### src/isf_map.svh
`ifndef ISF_MAP_SVH
`define ISF_MAP_SVH

// Register byte offsets
`define ISF_OFS_CFG      8'h00
`define ISF_OFS_STA      8'h04
`define ISF_OFS_RXD      8'h08
`define ISF_OFS_TXD      8'h0c
`define ISF_OFS_ADDR     8'h10
`define ISF_OFS_IRQ_STA  8'h14
`define ISF_OFS_IRQ_CLR  8'h18
`define ISF_OFS_IRQ_EN   8'h1c

// Config fields
`define ISF_CFG_EN       0
`define ISF_CFG_RXFLUSH  1
`define ISF_CFG_TXFLUSH  2
`define ISF_CFG_GCEN     3
`define ISF_CFG_GCCLR    8

// Status fields
`define ISF_STA_TXNF     0
`define ISF_STA_TXUF     1
`define ISF_STA_TXIRQ    2
`define ISF_STA_RXIRQ    3
`define ISF_STA_RXOVF    4
`define ISF_STA_NACK     5
`define ISF_STA_BUSY     6
`define ISF_STA_GC       7

// Interrupt event fields
`define ISF_EV_GC        0
`define ISF_EV_NACK      1
`define ISF_EV_RXOVF     2
`define ISF_EV_RXBYTE    3
`define ISF_EV_TXDONE    4
`define ISF_EV_TXUF      5
`define ISF_EV_W         6

// Reset values and bus constants
`define ISF_CFG_RST      2'b00
`define ISF_ADDR_RST     7'h50
`define ISF_IRQ_EN_RST   6'h00
`define ISF_GC_RST_BYTE  8'h06
`define ISF_TX_IDLE_BYTE 8'hff
`define ISF_BYTE_BITS    4'h8

`endif

### src/isf_pkg.sv
`default_nettype none

package isf_pkg;

  typedef enum logic [2:0] {
    ST_IDLE = 3'b000,
    ST_ADDR = 3'b001,
    ST_AACK = 3'b010,
    ST_RX   = 3'b011,
    ST_RACK = 3'b100,
    ST_TX   = 3'b101,
    ST_MACK = 3'b110,
    ST_SKIP = 3'b111
  } isf_state_t;

endpackage : isf_pkg

`default_nettype wire

### src/isf_sync.sv
`timescale 1ns/1ps
`default_nettype none

module isf_sync #(
  parameter logic RST_VAL = 1'b1
) (
  input  wire logic clk,
  input  wire logic rst_n,
  input  wire logic d,
  output logic      q
);

  logic meta_q;

  // First stage feeds only the second
  always_ff @(posedge clk or negedge rst_n)
  begin
    if (!rst_n)
    begin
      meta_q <= RST_VAL;
      q      <= RST_VAL;
    end
    else
    begin
      meta_q <= d;
      q      <= meta_q;
    end
  end

endmodule : isf_sync

`default_nettype wire

### src/isf_fifo_mem.sv
`timescale 1ns/1ps
`default_nettype none

module isf_fifo_mem #(
  parameter int WIDTH = 8,
  parameter int DEPTH = 4
) (
  input  wire logic             clk,
  input  wire logic             rst_n,
  input  wire logic             flush,
  input  wire logic             push,
  input  wire logic [WIDTH-1:0] wdata,
  input  wire logic             pop,
  output logic      [WIDTH-1:0] rdata,
  output logic                  empty,
  output logic                  full
);

  localparam int AW = $clog2(DEPTH);

  // Pointers wrap by overflow, so only powers of two work
  if (DEPTH < 2 || (1 << AW) != DEPTH)
  begin : g_bad_depth
    $error("isf_fifo_mem: DEPTH must be a power of two, at least 2");
  end

  logic [WIDTH-1:0] mem_q [DEPTH];
  logic [AW-1:0]    wp_q;
  logic [AW-1:0]    rp_q;
  logic [AW-1:0]    rp_d;
  logic [AW:0]      cnt_q;
  logic             do_push;
  logic             do_pop;

  assign do_push = push && !full;
  assign do_pop  = pop && !empty;
  assign empty   = (cnt_q == '0);
  assign full    = (cnt_q == (AW+1)'(DEPTH));
  assign rp_d    = flush ? '0 : (do_pop ? rp_q + 1'b1 : rp_q);

  always_ff @(posedge clk)
  begin
    if (do_push)
      mem_q[wp_q] <= wdata;
  end

  always_ff @(posedge clk or negedge rst_n)
  begin
    if (!rst_n)
    begin
      wp_q  <= '0;
      rp_q  <= '0;
      cnt_q <= '0;
    end
    else if (flush)
    begin
      wp_q  <= '0;
      rp_q  <= '0;
      cnt_q <= '0;
    end
    else
    begin
      rp_q <= rp_d;
      if (do_push)
        wp_q <= wp_q + 1'b1;
      if (do_push && !do_pop)
        cnt_q <= cnt_q + 1'b1;
      else if (do_pop && !do_push)
        cnt_q <= cnt_q - 1'b1;
    end
  end

  // Look-ahead read so the head word is ready the cycle after a pop
  always_ff @(posedge clk or negedge rst_n)
  begin
    if (!rst_n)
      rdata <= '0;
    else if (do_push && wp_q == rp_d)
      rdata <= wdata;
    else
      rdata <= mem_q[rp_d];
  end

endmodule : isf_fifo_mem

`default_nettype wire

### src/isf_top.sv
// Notes on behaviour
// - General call flag held until config bit8
// - General call reset restores every register default
// - Hardware general call second byte enters receive FIFO
// - Busy follows slave engagement in transfer
// - Read request without data sets no-ack
// - Byte into full receive FIFO sets overflow
// - Received byte sets rx flag; read clears
// - Transmission end sets tx flag; write clears
// - Read from empty tx FIFO sets underflow
// - Tx not-full shows a free entry
//
// Implementation choices: the APB register port and the placing of the registers.
`timescale 1ns/1ps
`default_nettype none
`include "isf_map.svh"

module isf_top
  import isf_pkg::*;
#(
  parameter int RX_DEPTH = 4,
  parameter int TX_DEPTH = 4
) (
  input  wire logic        pclk,
  input  wire logic        presetn,
  input  wire logic        psel,
  input  wire logic        penable,
  input  wire logic        pwrite,
  input  wire logic [7:0]  paddr,
  input  wire logic [31:0] pwdata,
  output logic      [31:0] prdata,
  output logic             pready,
  output logic             pslverr,
  input  wire logic        scl_in,
  input  wire logic        sda_in,
  output logic             sda_out,
  output logic             sda_oe_n,
  output logic             irq
);

  logic                   scl_s;
  logic                   sda_s;
  logic                   scl_d_q;
  logic                   sda_d_q;
  logic                   scl_rise;
  logic                   scl_fall;
  logic                   bus_start;
  logic                   bus_stop;
  logic                   setup;
  logic                   done;
  logic                   mapped;
  logic                   wr_cfg;
  logic                   wr_sta;
  logic                   wr_txd;
  logic                   wr_addr;
  logic                   wr_iclr;
  logic                   wr_ien;
  logic                   rd_sta;
  logic                   rd_rxd;
  logic [1:0]             cfg_q;
  logic [6:0]             addr_q;
  logic [`ISF_EV_W-1:0]   ien_q;
  logic [`ISF_EV_W-1:0]   ists_q;
  logic [`ISF_EV_W-1:0]   evt;
  logic                   gc_flag_q;
  logic                   nack_q;
  logic                   rxovf_q;
  logic                   rxirq_q;
  logic                   txirq_q;
  logic                   txuf_q;
  logic                   txnf_q;
  logic                   busy_q;
  logic [7:0]             sta;
  logic                   rx_flush;
  logic                   tx_flush;
  logic                   rx_push_q;
  logic                   tx_pop_q;
  logic [7:0]             rx_rdata;
  logic [7:0]             tx_rdata;
  logic                   rx_empty;
  logic                   rx_full;
  logic                   tx_empty;
  logic                   tx_full;
  logic                   gc_rst_q;
  isf_state_t             st_q;
  logic [3:0]             cnt_q;
  logic [7:0]             sh_q;
  logic                   rw_q;
  logic                   gc_first_q;
  logic                   rst_pend_q;
  logic                   drive_q;
  logic                   ev_gc_q;
  logic                   ev_nack_q;
  logic                   ev_ovf_q;
  logic                   ev_rx_q;
  logic                   ev_txd_q;
  logic                   ev_uf_q;
  logic                   own_hit;
  logic                   gc_hit;

  isf_sync #(.RST_VAL(1'b1)) u_sync_scl (
    .clk   (pclk),
    .rst_n (presetn),
    .d     (scl_in),
    .q     (scl_s)
  );

  isf_sync #(.RST_VAL(1'b1)) u_sync_sda (
    .clk   (pclk),
    .rst_n (presetn),
    .d     (sda_in),
    .q     (sda_s)
  );

  always_ff @(posedge pclk or negedge presetn)
  begin
    if (!presetn)
    begin
      scl_d_q <= 1'b1;
      sda_d_q <= 1'b1;
    end
    else
    begin
      scl_d_q <= scl_s;
      sda_d_q <= sda_s;
    end
  end

  assign scl_rise  = scl_s && !scl_d_q;
  assign scl_fall  = !scl_s && scl_d_q;
  assign bus_start = scl_s && scl_d_q && sda_d_q && !sda_s;
  assign bus_stop  = scl_s && scl_d_q && !sda_d_q && sda_s;

  // Register access decode
  assign setup   = psel && !penable;
  assign done    = psel && penable && pready;
  assign mapped  = (paddr[1:0] == 2'b00) && (paddr <= `ISF_OFS_IRQ_EN);
  assign wr_cfg  = done && pwrite && paddr == `ISF_OFS_CFG;
  assign wr_sta  = done && pwrite && paddr == `ISF_OFS_STA;
  assign wr_txd  = done && pwrite && paddr == `ISF_OFS_TXD;
  assign wr_addr = done && pwrite && paddr == `ISF_OFS_ADDR;
  assign wr_iclr = done && pwrite && paddr == `ISF_OFS_IRQ_CLR;
  assign wr_ien  = done && pwrite && paddr == `ISF_OFS_IRQ_EN;
  assign rd_sta  = done && !pwrite && paddr == `ISF_OFS_STA;
  assign rd_rxd  = done && !pwrite && paddr == `ISF_OFS_RXD;

  assign rx_flush = gc_rst_q || (wr_cfg && pwdata[`ISF_CFG_RXFLUSH]);
  assign tx_flush = gc_rst_q || (wr_cfg && pwdata[`ISF_CFG_TXFLUSH]);

  assign sta = {gc_flag_q, busy_q, nack_q, rxovf_q,
                rxirq_q, txirq_q, txuf_q, txnf_q};

  // No wait states: answer in the cycle after setup
  always_ff @(posedge pclk or negedge presetn)
  begin
    if (!presetn)
    begin
      pready  <= 1'b0;
      pslverr <= 1'b0;
      prdata  <= '0;
    end
    else
    begin
      pready  <= setup;
      pslverr <= setup && !mapped;
      if (setup && !pwrite)
      begin
        unique case (paddr)
          `ISF_OFS_CFG:     prdata <= {30'h0, cfg_q};
          `ISF_OFS_STA:     prdata <= {24'h0, sta};
          `ISF_OFS_RXD:     prdata <= {24'h0, rx_rdata};
          `ISF_OFS_ADDR:    prdata <= {25'h0, addr_q};
          `ISF_OFS_IRQ_STA: prdata <= {26'h0, ists_q};
          `ISF_OFS_IRQ_EN:  prdata <= {26'h0, ien_q};
          default:          prdata <= '0;
        endcase
      end
      // Zero outside a read answer, so refused writes return no data
      else
        prdata <= '0;
    end
  end

  always_ff @(posedge pclk or negedge presetn)
  begin
    if (!presetn)
    begin
      cfg_q  <= `ISF_CFG_RST;
      addr_q <= `ISF_ADDR_RST;
      ien_q  <= `ISF_IRQ_EN_RST;
    end
    else if (gc_rst_q)
    begin
      cfg_q  <= `ISF_CFG_RST;
      addr_q <= `ISF_ADDR_RST;
      ien_q  <= `ISF_IRQ_EN_RST;
    end
    else
    begin
      if (wr_cfg)
        cfg_q <= {pwdata[`ISF_CFG_GCEN], pwdata[`ISF_CFG_EN]};
      if (wr_addr)
        addr_q <= pwdata[6:0];
      if (wr_ien)
        ien_q <= pwdata[`ISF_EV_W-1:0];
    end
  end

  // Status flags; a set in the clearing cycle wins
  always_ff @(posedge pclk or negedge presetn)
  begin
    if (!presetn)
    begin
      gc_flag_q <= 1'b0;
      nack_q    <= 1'b0;
      rxovf_q   <= 1'b0;
      rxirq_q   <= 1'b0;
      txirq_q   <= 1'b0;
      txuf_q    <= 1'b0;
      txnf_q    <= 1'b0;
    end
    else if (gc_rst_q)
    begin
      gc_flag_q <= 1'b0;
      nack_q    <= 1'b0;
      rxovf_q   <= 1'b0;
      rxirq_q   <= 1'b0;
      txirq_q   <= 1'b0;
      txuf_q    <= 1'b0;
      txnf_q    <= 1'b0;
    end
    else
    begin
      gc_flag_q <= ev_gc_q ||
                   (gc_flag_q && !(wr_cfg && pwdata[`ISF_CFG_GCCLR]));
      // Only bits seen by the read are cleared
      nack_q  <= ev_nack_q ||
                 (nack_q && !(rd_sta && prdata[`ISF_STA_NACK]));
      rxovf_q <= ev_ovf_q ||
                 (rxovf_q && !(rd_sta && prdata[`ISF_STA_RXOVF]));
      rxirq_q <= ev_rx_q || (rxirq_q && !(rd_rxd || rx_flush));
      txirq_q <= ev_txd_q || (txirq_q && !wr_txd);
      txuf_q  <= ev_uf_q || (txuf_q && !wr_sta);
      txnf_q  <= !tx_full;
    end
  end

  // Interrupt: sticky status, write-one clear, enable mask
  assign evt = {ev_uf_q, ev_txd_q, ev_rx_q, ev_ovf_q, ev_nack_q, ev_gc_q};

  always_ff @(posedge pclk or negedge presetn)
  begin
    if (!presetn)
    begin
      ists_q <= '0;
      irq    <= 1'b0;
    end
    else if (gc_rst_q)
    begin
      ists_q <= '0;
      irq    <= 1'b0;
    end
    else
    begin
      ists_q <= evt | (ists_q & ~(wr_iclr ? pwdata[`ISF_EV_W-1:0] : '0));
      irq    <= |(ists_q & ien_q);
    end
  end

  isf_fifo_mem #(.WIDTH(8), .DEPTH(RX_DEPTH)) u_rx_fifo (
    .clk   (pclk),
    .rst_n (presetn),
    .flush (rx_flush),
    .push  (rx_push_q),
    .wdata (sh_q),
    .pop   (rd_rxd),
    .rdata (rx_rdata),
    .empty (rx_empty),
    .full  (rx_full)
  );

  // Writes to a full transmit FIFO are dropped
  isf_fifo_mem #(.WIDTH(8), .DEPTH(TX_DEPTH)) u_tx_fifo (
    .clk   (pclk),
    .rst_n (presetn),
    .flush (tx_flush),
    .push  (wr_txd),
    .wdata (pwdata[7:0]),
    .pop   (tx_pop_q),
    .rdata (tx_rdata),
    .empty (tx_empty),
    .full  (tx_full)
  );

  assign own_hit = cfg_q[0] && sh_q[7:1] == addr_q;
  assign gc_hit  = cfg_q[0] && cfg_q[1] && sh_q == 8'h00;

  // Serial engine; shifted byte stays in sh_q while pushed
  always_ff @(posedge pclk or negedge presetn)
  begin
    if (!presetn)
    begin
      st_q       <= ST_IDLE;
      cnt_q      <= '0;
      sh_q       <= '0;
      rw_q       <= 1'b0;
      gc_first_q <= 1'b0;
      rst_pend_q <= 1'b0;
      drive_q    <= 1'b0;
      busy_q     <= 1'b0;
      gc_rst_q   <= 1'b0;
      rx_push_q  <= 1'b0;
      tx_pop_q   <= 1'b0;
      ev_gc_q    <= 1'b0;
      ev_nack_q  <= 1'b0;
      ev_ovf_q   <= 1'b0;
      ev_rx_q    <= 1'b0;
      ev_txd_q   <= 1'b0;
      ev_uf_q    <= 1'b0;
    end
    else
    begin
      gc_rst_q  <= 1'b0;
      rx_push_q <= 1'b0;
      tx_pop_q  <= 1'b0;
      ev_gc_q   <= 1'b0;
      ev_nack_q <= 1'b0;
      ev_ovf_q  <= 1'b0;
      ev_rx_q   <= 1'b0;
      ev_txd_q  <= 1'b0;
      ev_uf_q   <= 1'b0;
      if (gc_rst_q)
      begin
        st_q       <= ST_IDLE;
        drive_q    <= 1'b0;
        busy_q     <= 1'b0;
        rst_pend_q <= 1'b0;
        gc_first_q <= 1'b0;
      end
      else if (bus_start)
      begin
        st_q    <= ST_ADDR;
        cnt_q   <= '0;
        drive_q <= 1'b0;
        busy_q  <= 1'b0;
      end
      else if (bus_stop)
      begin
        st_q    <= ST_IDLE;
        drive_q <= 1'b0;
        busy_q  <= 1'b0;
      end
      else
      begin
        unique case (st_q)
          ST_IDLE, ST_SKIP:
          begin
            drive_q <= 1'b0;
            busy_q  <= 1'b0;
          end
          ST_ADDR, ST_RX:
          begin
            if (scl_rise && cnt_q != `ISF_BYTE_BITS)
            begin
              sh_q  <= {sh_q[6:0], sda_s};
              cnt_q <= cnt_q + 4'h1;
            end
            else if (scl_fall && cnt_q == `ISF_BYTE_BITS)
            begin
              cnt_q <= '0;
              if (st_q == ST_ADDR)
              begin
                if (own_hit && sh_q[0] && tx_empty)
                begin
                  ev_nack_q <= 1'b1;
                  st_q      <= ST_SKIP;
                end
                else if (own_hit || gc_hit)
                begin
                  drive_q    <= 1'b1;
                  busy_q     <= 1'b1;
                  rw_q       <= sh_q[0];
                  gc_first_q <= gc_hit;
                  ev_gc_q    <= gc_hit;
                  st_q       <= ST_AACK;
                end
                else
                  st_q <= ST_SKIP;
              end
              else
              begin
                st_q       <= ST_RACK;
                gc_first_q <= 1'b0;
                if (gc_first_q && sh_q == `ISF_GC_RST_BYTE)
                begin
                  drive_q    <= 1'b1;
                  rst_pend_q <= 1'b1;
                end
                else if (gc_first_q && !sh_q[0])
                  drive_q <= 1'b1;
                else if (rx_full)
                  ev_ovf_q <= 1'b1;
                else
                begin
                  drive_q   <= 1'b1;
                  rx_push_q <= 1'b1;
                  ev_rx_q   <= 1'b1;
                end
              end
            end
          end
          ST_AACK:
          begin
            if (scl_fall && rw_q)
            begin
              sh_q     <= tx_rdata;
              tx_pop_q <= 1'b1;
              drive_q  <= !tx_rdata[7];
              st_q     <= ST_TX;
            end
            else if (scl_fall)
            begin
              drive_q <= 1'b0;
              st_q    <= ST_RX;
            end
          end
          ST_RACK:
          begin
            if (scl_fall)
            begin
              drive_q  <= 1'b0;
              st_q     <= ST_RX;
              gc_rst_q <= rst_pend_q;
            end
          end
          ST_TX:
          begin
            if (scl_rise)
              cnt_q <= cnt_q + 4'h1;
            else if (scl_fall && cnt_q == `ISF_BYTE_BITS)
            begin
              cnt_q   <= '0;
              drive_q <= 1'b0;
              st_q    <= ST_MACK;
            end
            else if (scl_fall)
            begin
              sh_q    <= {sh_q[6:0], 1'b1};
              drive_q <= !sh_q[6];
            end
          end
          ST_MACK:
          begin
            if (scl_rise && sda_s)
            begin
              ev_txd_q <= 1'b1;
              st_q     <= ST_SKIP;
            end
            else if (scl_rise)
              cnt_q <= 4'h1;
            else if (scl_fall && cnt_q == 4'h1)
            begin
              cnt_q <= '0;
              st_q  <= ST_TX;
              if (tx_empty)
              begin
                ev_uf_q <= 1'b1;
                sh_q    <= `ISF_TX_IDLE_BYTE;
                drive_q <= 1'b0;
              end
              else
              begin
                sh_q     <= tx_rdata;
                tx_pop_q <= 1'b1;
                drive_q  <= !tx_rdata[7];
              end
            end
          end
        endcase
      end
    end
  end

  // Open drain: only ever pulls low
  always_ff @(posedge pclk or negedge presetn)
  begin
    if (!presetn)
    begin
      sda_out  <= 1'b0;
      sda_oe_n <= 1'b1;
    end
    else
    begin
      sda_out  <= 1'b0;
      sda_oe_n <= !drive_q;
    end
  end

endmodule : isf_top

`default_nettype wire

### config.mk
export PLATFORM = sky130hd
export DESIGN_NAME = isf_top
export DESIGN_NICKNAME = d
export VERILOG_FILES = /design/src/isf_pkg.sv /design/src/isf_sync.sv /design/src/isf_fifo_mem.sv /design/src/isf_top.sv
export VERILOG_INCLUDE_DIRS = /design/src
export SDC_FILE = /design/constraint.sdc
export NUM_CORES = 1
export LEC_CHECK = 0
export CORE_MARGIN = 2
export CORE_UTILIZATION = 50
export CTS_CLUSTER_DIAMETER = 30
export DETAILED_ROUTE_END_ITERATION = 8
export DONT_BUFFER_PORTS = 1
export HOLD_SLACK_MARGIN = 0.03
export PLACE_DENSITY = 0.78
export SLEW_MARGIN = 20
export SYNTH_ARGS = -nofsm -noshare
export SYNTH_HDL_FRONTEND = slang
export SYNTH_SLANG_ARGS = --single-unit
### constraint.sdc
create_clock -name pclk -period 2.4 [get_ports pclk]
set_clock_uncertainty 0.15 [all_clocks]
set_input_delay 0.48 -clock pclk [delete_from_list [all_inputs] [get_ports pclk]]
set_output_delay 0.48 -clock pclk [all_outputs]
set_load 0.005 [all_outputs]
==> impl_metrics.tcl <==
set metrics [dict create \
    ir_drop_v 0.000631 \
    final_cells 1217 \
    drt_iter0_drc 935 \
    top_usage_layer "met2" \
    final_common_cell "nand2_1" \
    async_reset_ff_share_pct 61.9 \
    syn2layout_area_growth_pct 23.0 \
    layout_min_cycle_time_ps 2550 \
    crit_path_start "pready" \
    cp_slowest_cell "or4_4" \
    rsz0062_at_grt "true" \
    slew_violations 0 \
    path_buf_inv 1 \
    dp_slack_ps -578 \
    required_ps 2570 \
    crit_path_max_fanout 5 \
    hold_viol 104 \
    synthCells 881 \
    tightest_slew_ps 587 \
    final_cell_mix "nand2_1 (115), buf_4 (100), dfrtp_1 (95), nor2_1 (75), edfxtp_1 (64)" \
    clkTransAtPathRegs_ps 70 \
    hold_slack_ps -412 \
    cts_sinks 168 \
    crit_arrival_ps 2720 \
    fin_ws_ps -152 \
    drc 0 \
    setup.worst_path.start_class "flop" \
    cts_tree "yes" \
    overflow 0 \
    timing.slew.headroom_pct 60.7 \
    io_pins 84 \
    final_core_util_pct 62.6 \
    holdCritPathClass "in2async" \
    setup_viol 17 \
    clkLatencyLatePin_ps 430 \
    drt-total-wl_mm 23.5 \
    antenna_cells 0 \
    cts_hold_repair.buffers 12 \
    wl_per_cell_um 19.3 \
    met2_usage_pct 41.7 \
    grt_max_degree 105 \
    vias 7561 \
    violations "hold timing, setup timing" \
    start_util_pct 50.9 \
    antenna_found_initial 0 \
    post_route_cells_drive_above_1_share_pct 23.5 \
    syn_area_per_cell_um2 9.92 \
    fp.dieH_um 136 \
    slowest_delay_ps 680 \
    power_leakage_nw 4.28 \
    worstSetupPathType "reg2reg" \
    met3_usage_pct 6.79 \
    synth_cell_types 67 \
    crit_path_end_kind "flop" \
    critical-path-top-delay-family "simple AND/OR/NAND/NOR gates" \
    cts_max_level 4 \
    dp.cells 1154 \
    fin_nets 1039 \
    setup_tns_ps -1240 \
    yosys_most_used_dff "dfrtp_1" \
    status "finished with violations" \
    synth.yosys.seq_area_share_pct 51.9 \
    synthesis.area_mm2 0.00874 \
    min_period_over_period_pct 106 \
    cts_buffers 17 \
    hpwlAfterDp_mm 15.4 \
    maxCapViolCount 0 \
    fin_area_mm2 0.0108 \
    fmax_mhz 392 \
    rows 48 \
    yosysWarnings 0 \
    grt_first_pass_wirelength_mm 37.7 \
    final_antenna_net_count 0 \
    place_congestion 0.930 \
    multiInputGateArea_mm2 0.00409 \
    powerDensity_mw_per_mm2 723 \
    critical_path.cell_chain "nand4b_1 -> or4_4 -> buf_4 -> nor4_2 -> nor3_1 -> o211ai_1 -> o31a_1 -> o22ai_2" \
    numPortBuffers 0 \
    dpl-instance-area_mm2 0.00962 \
    cts_root_buf "clkbuf_16" \
    r2r-start "pready" \
    core_mm2 0.0172 \
    seq_area_mm2 0.00454 \
    grt_pass1_vias 7306 \
    die_w_um 136 \
    synth_seq_cells 168 \
    clk_path_buf_depth 2 \
    fillers 1337 \
    drt_first_pass_iters 6 \
    track_usage_pct 26.4 \
    routed_via_density 6.21 \
    synth_edf_count 64 \
    die-area_mm2 0.0186 \
    grt_util_met1_pct 33.9 \
]
==> report_power, final <==
group	switching [mW]	leakage, nW	internal, mW
clock network	1.20	0.311	1.77
logic	0.886	2.08	0.564
registers	0.160	1.89	3.21
total	2.24	4.28	5.54
==> final timing paths <==
path                                      endpoint  slack (ps)  cells after the start
worst max-delay path            u_rx_fifo.rdata[0]        -150                      8
worst min-delay path             u_tx_fifo.rp_q[1]        -410                      0
worst max register to register  u_rx_fifo.rdata[0]        -150                      8
worst min register to register        u_sync_sda.q         200                      0
max in group asynchronous                addr_q[4]        2270                      0
min in group pclk               u_tx_fifo.rdata[6]          40                      1
==> synthesized netlist by cell type, types with 11 or more instances <==
cell type	n	share of area, %
clkbuf_1	34	1.5
a21oi_1	62	3.5
nor3_1	29	1.7
inv_1	17	0.73
nand3_1	26	1.5
a31oi_1	11	0.79
or3_1	12	0.86
and3_1	11	0.79
or2_2	11	0.79
nand2_1	115	4.9
dfrtp_1	95	27
nor4_1	24	1.7
a22oi_1	13	1.1
ha_1	11	1.6
xnor2_1	15	1.5
buf_4	26	2.2
edfxtp_1	64	22
o21ai_0	21	1.2
nor2_1	78	3.3
==> cells by family (layout without fill, tap and decap cells) <==
logic type / count (synthesis) / count (layout) / synth area share, %
AND/OR/NAND/NOR: 361 / 363 / 20.3
AO/OA/AOI/OAI: 209 / 209 / 16.5
flip-flops: 168 / 168 / 51.9
buffers and inverters: 94 / 179 / 5.34
XOR/XNOR: 20 / 20 / 2.00
multiplexers: 15 / 15 / 1.86
adder cells (fa/ha/maj): 13 / 13 / 2.03
other: 1 / 25 / 0.0429
==> per-stage QoR <==
step | hold slack (ps) | power (mW)
after floorplan | 34.4 | 4.32
after global placement | 41.2 | 4.73
after detailed placement | 40.6 | 4.77
after CTS | -420 | 7.75
after global routing | -427 | 8.08
final | -412 | 7.78
==> layer usage <==
metal  vias up  part of all wire (%)
met5         -                     0
met4         0                   3.7
met3        81                   8.5
met2       392                    47
met1      3675                    40
li1       3413                     -
==> cell type report <==
cell class                 count  area share [%]
tap                          225            2.62
timing repair buffer         129            10.5
multi-input combinational    645            38.0
clock buffer                  17            3.95
inverter                      18           0.651
sequential                   168            42.2
clock inverter                15            2.07
==> sequential cells by signal (all words and copies together), names as in the netlist, 2 cells and up <==
name             cells
st_q                 3
u_rx_fifo.rp_q       2
u_rx_fifo.rdata      8
u_tx_fifo.cnt_q      3
ists_q               6
ien_q                6
u_tx_fifo.rp_q       2
u_rx_fifo.cnt_q      3
u_rx_fifo.wp_q       2
addr_q               7
u_tx_fifo.mem_q     32
u_rx_fifo.mem_q     32
u_tx_fifo.rdata      8
u_tx_fifo.wp_q       2
sh_q                 8
cnt_q                4
cfg_q                2
prdata               8
==> timing repair <==
action / 4_1_cts / 5_1_grt
endpoints found under the hold margin: 140 / 104
resized for setup: 23 / 26
setup buffers: 10 / 7
pin swaps: 21 / 9
cloned: 2 / 0
endpoints found under the setup margin: 19 / 21
Note: power is estimated with default switching activity, not from simulation.
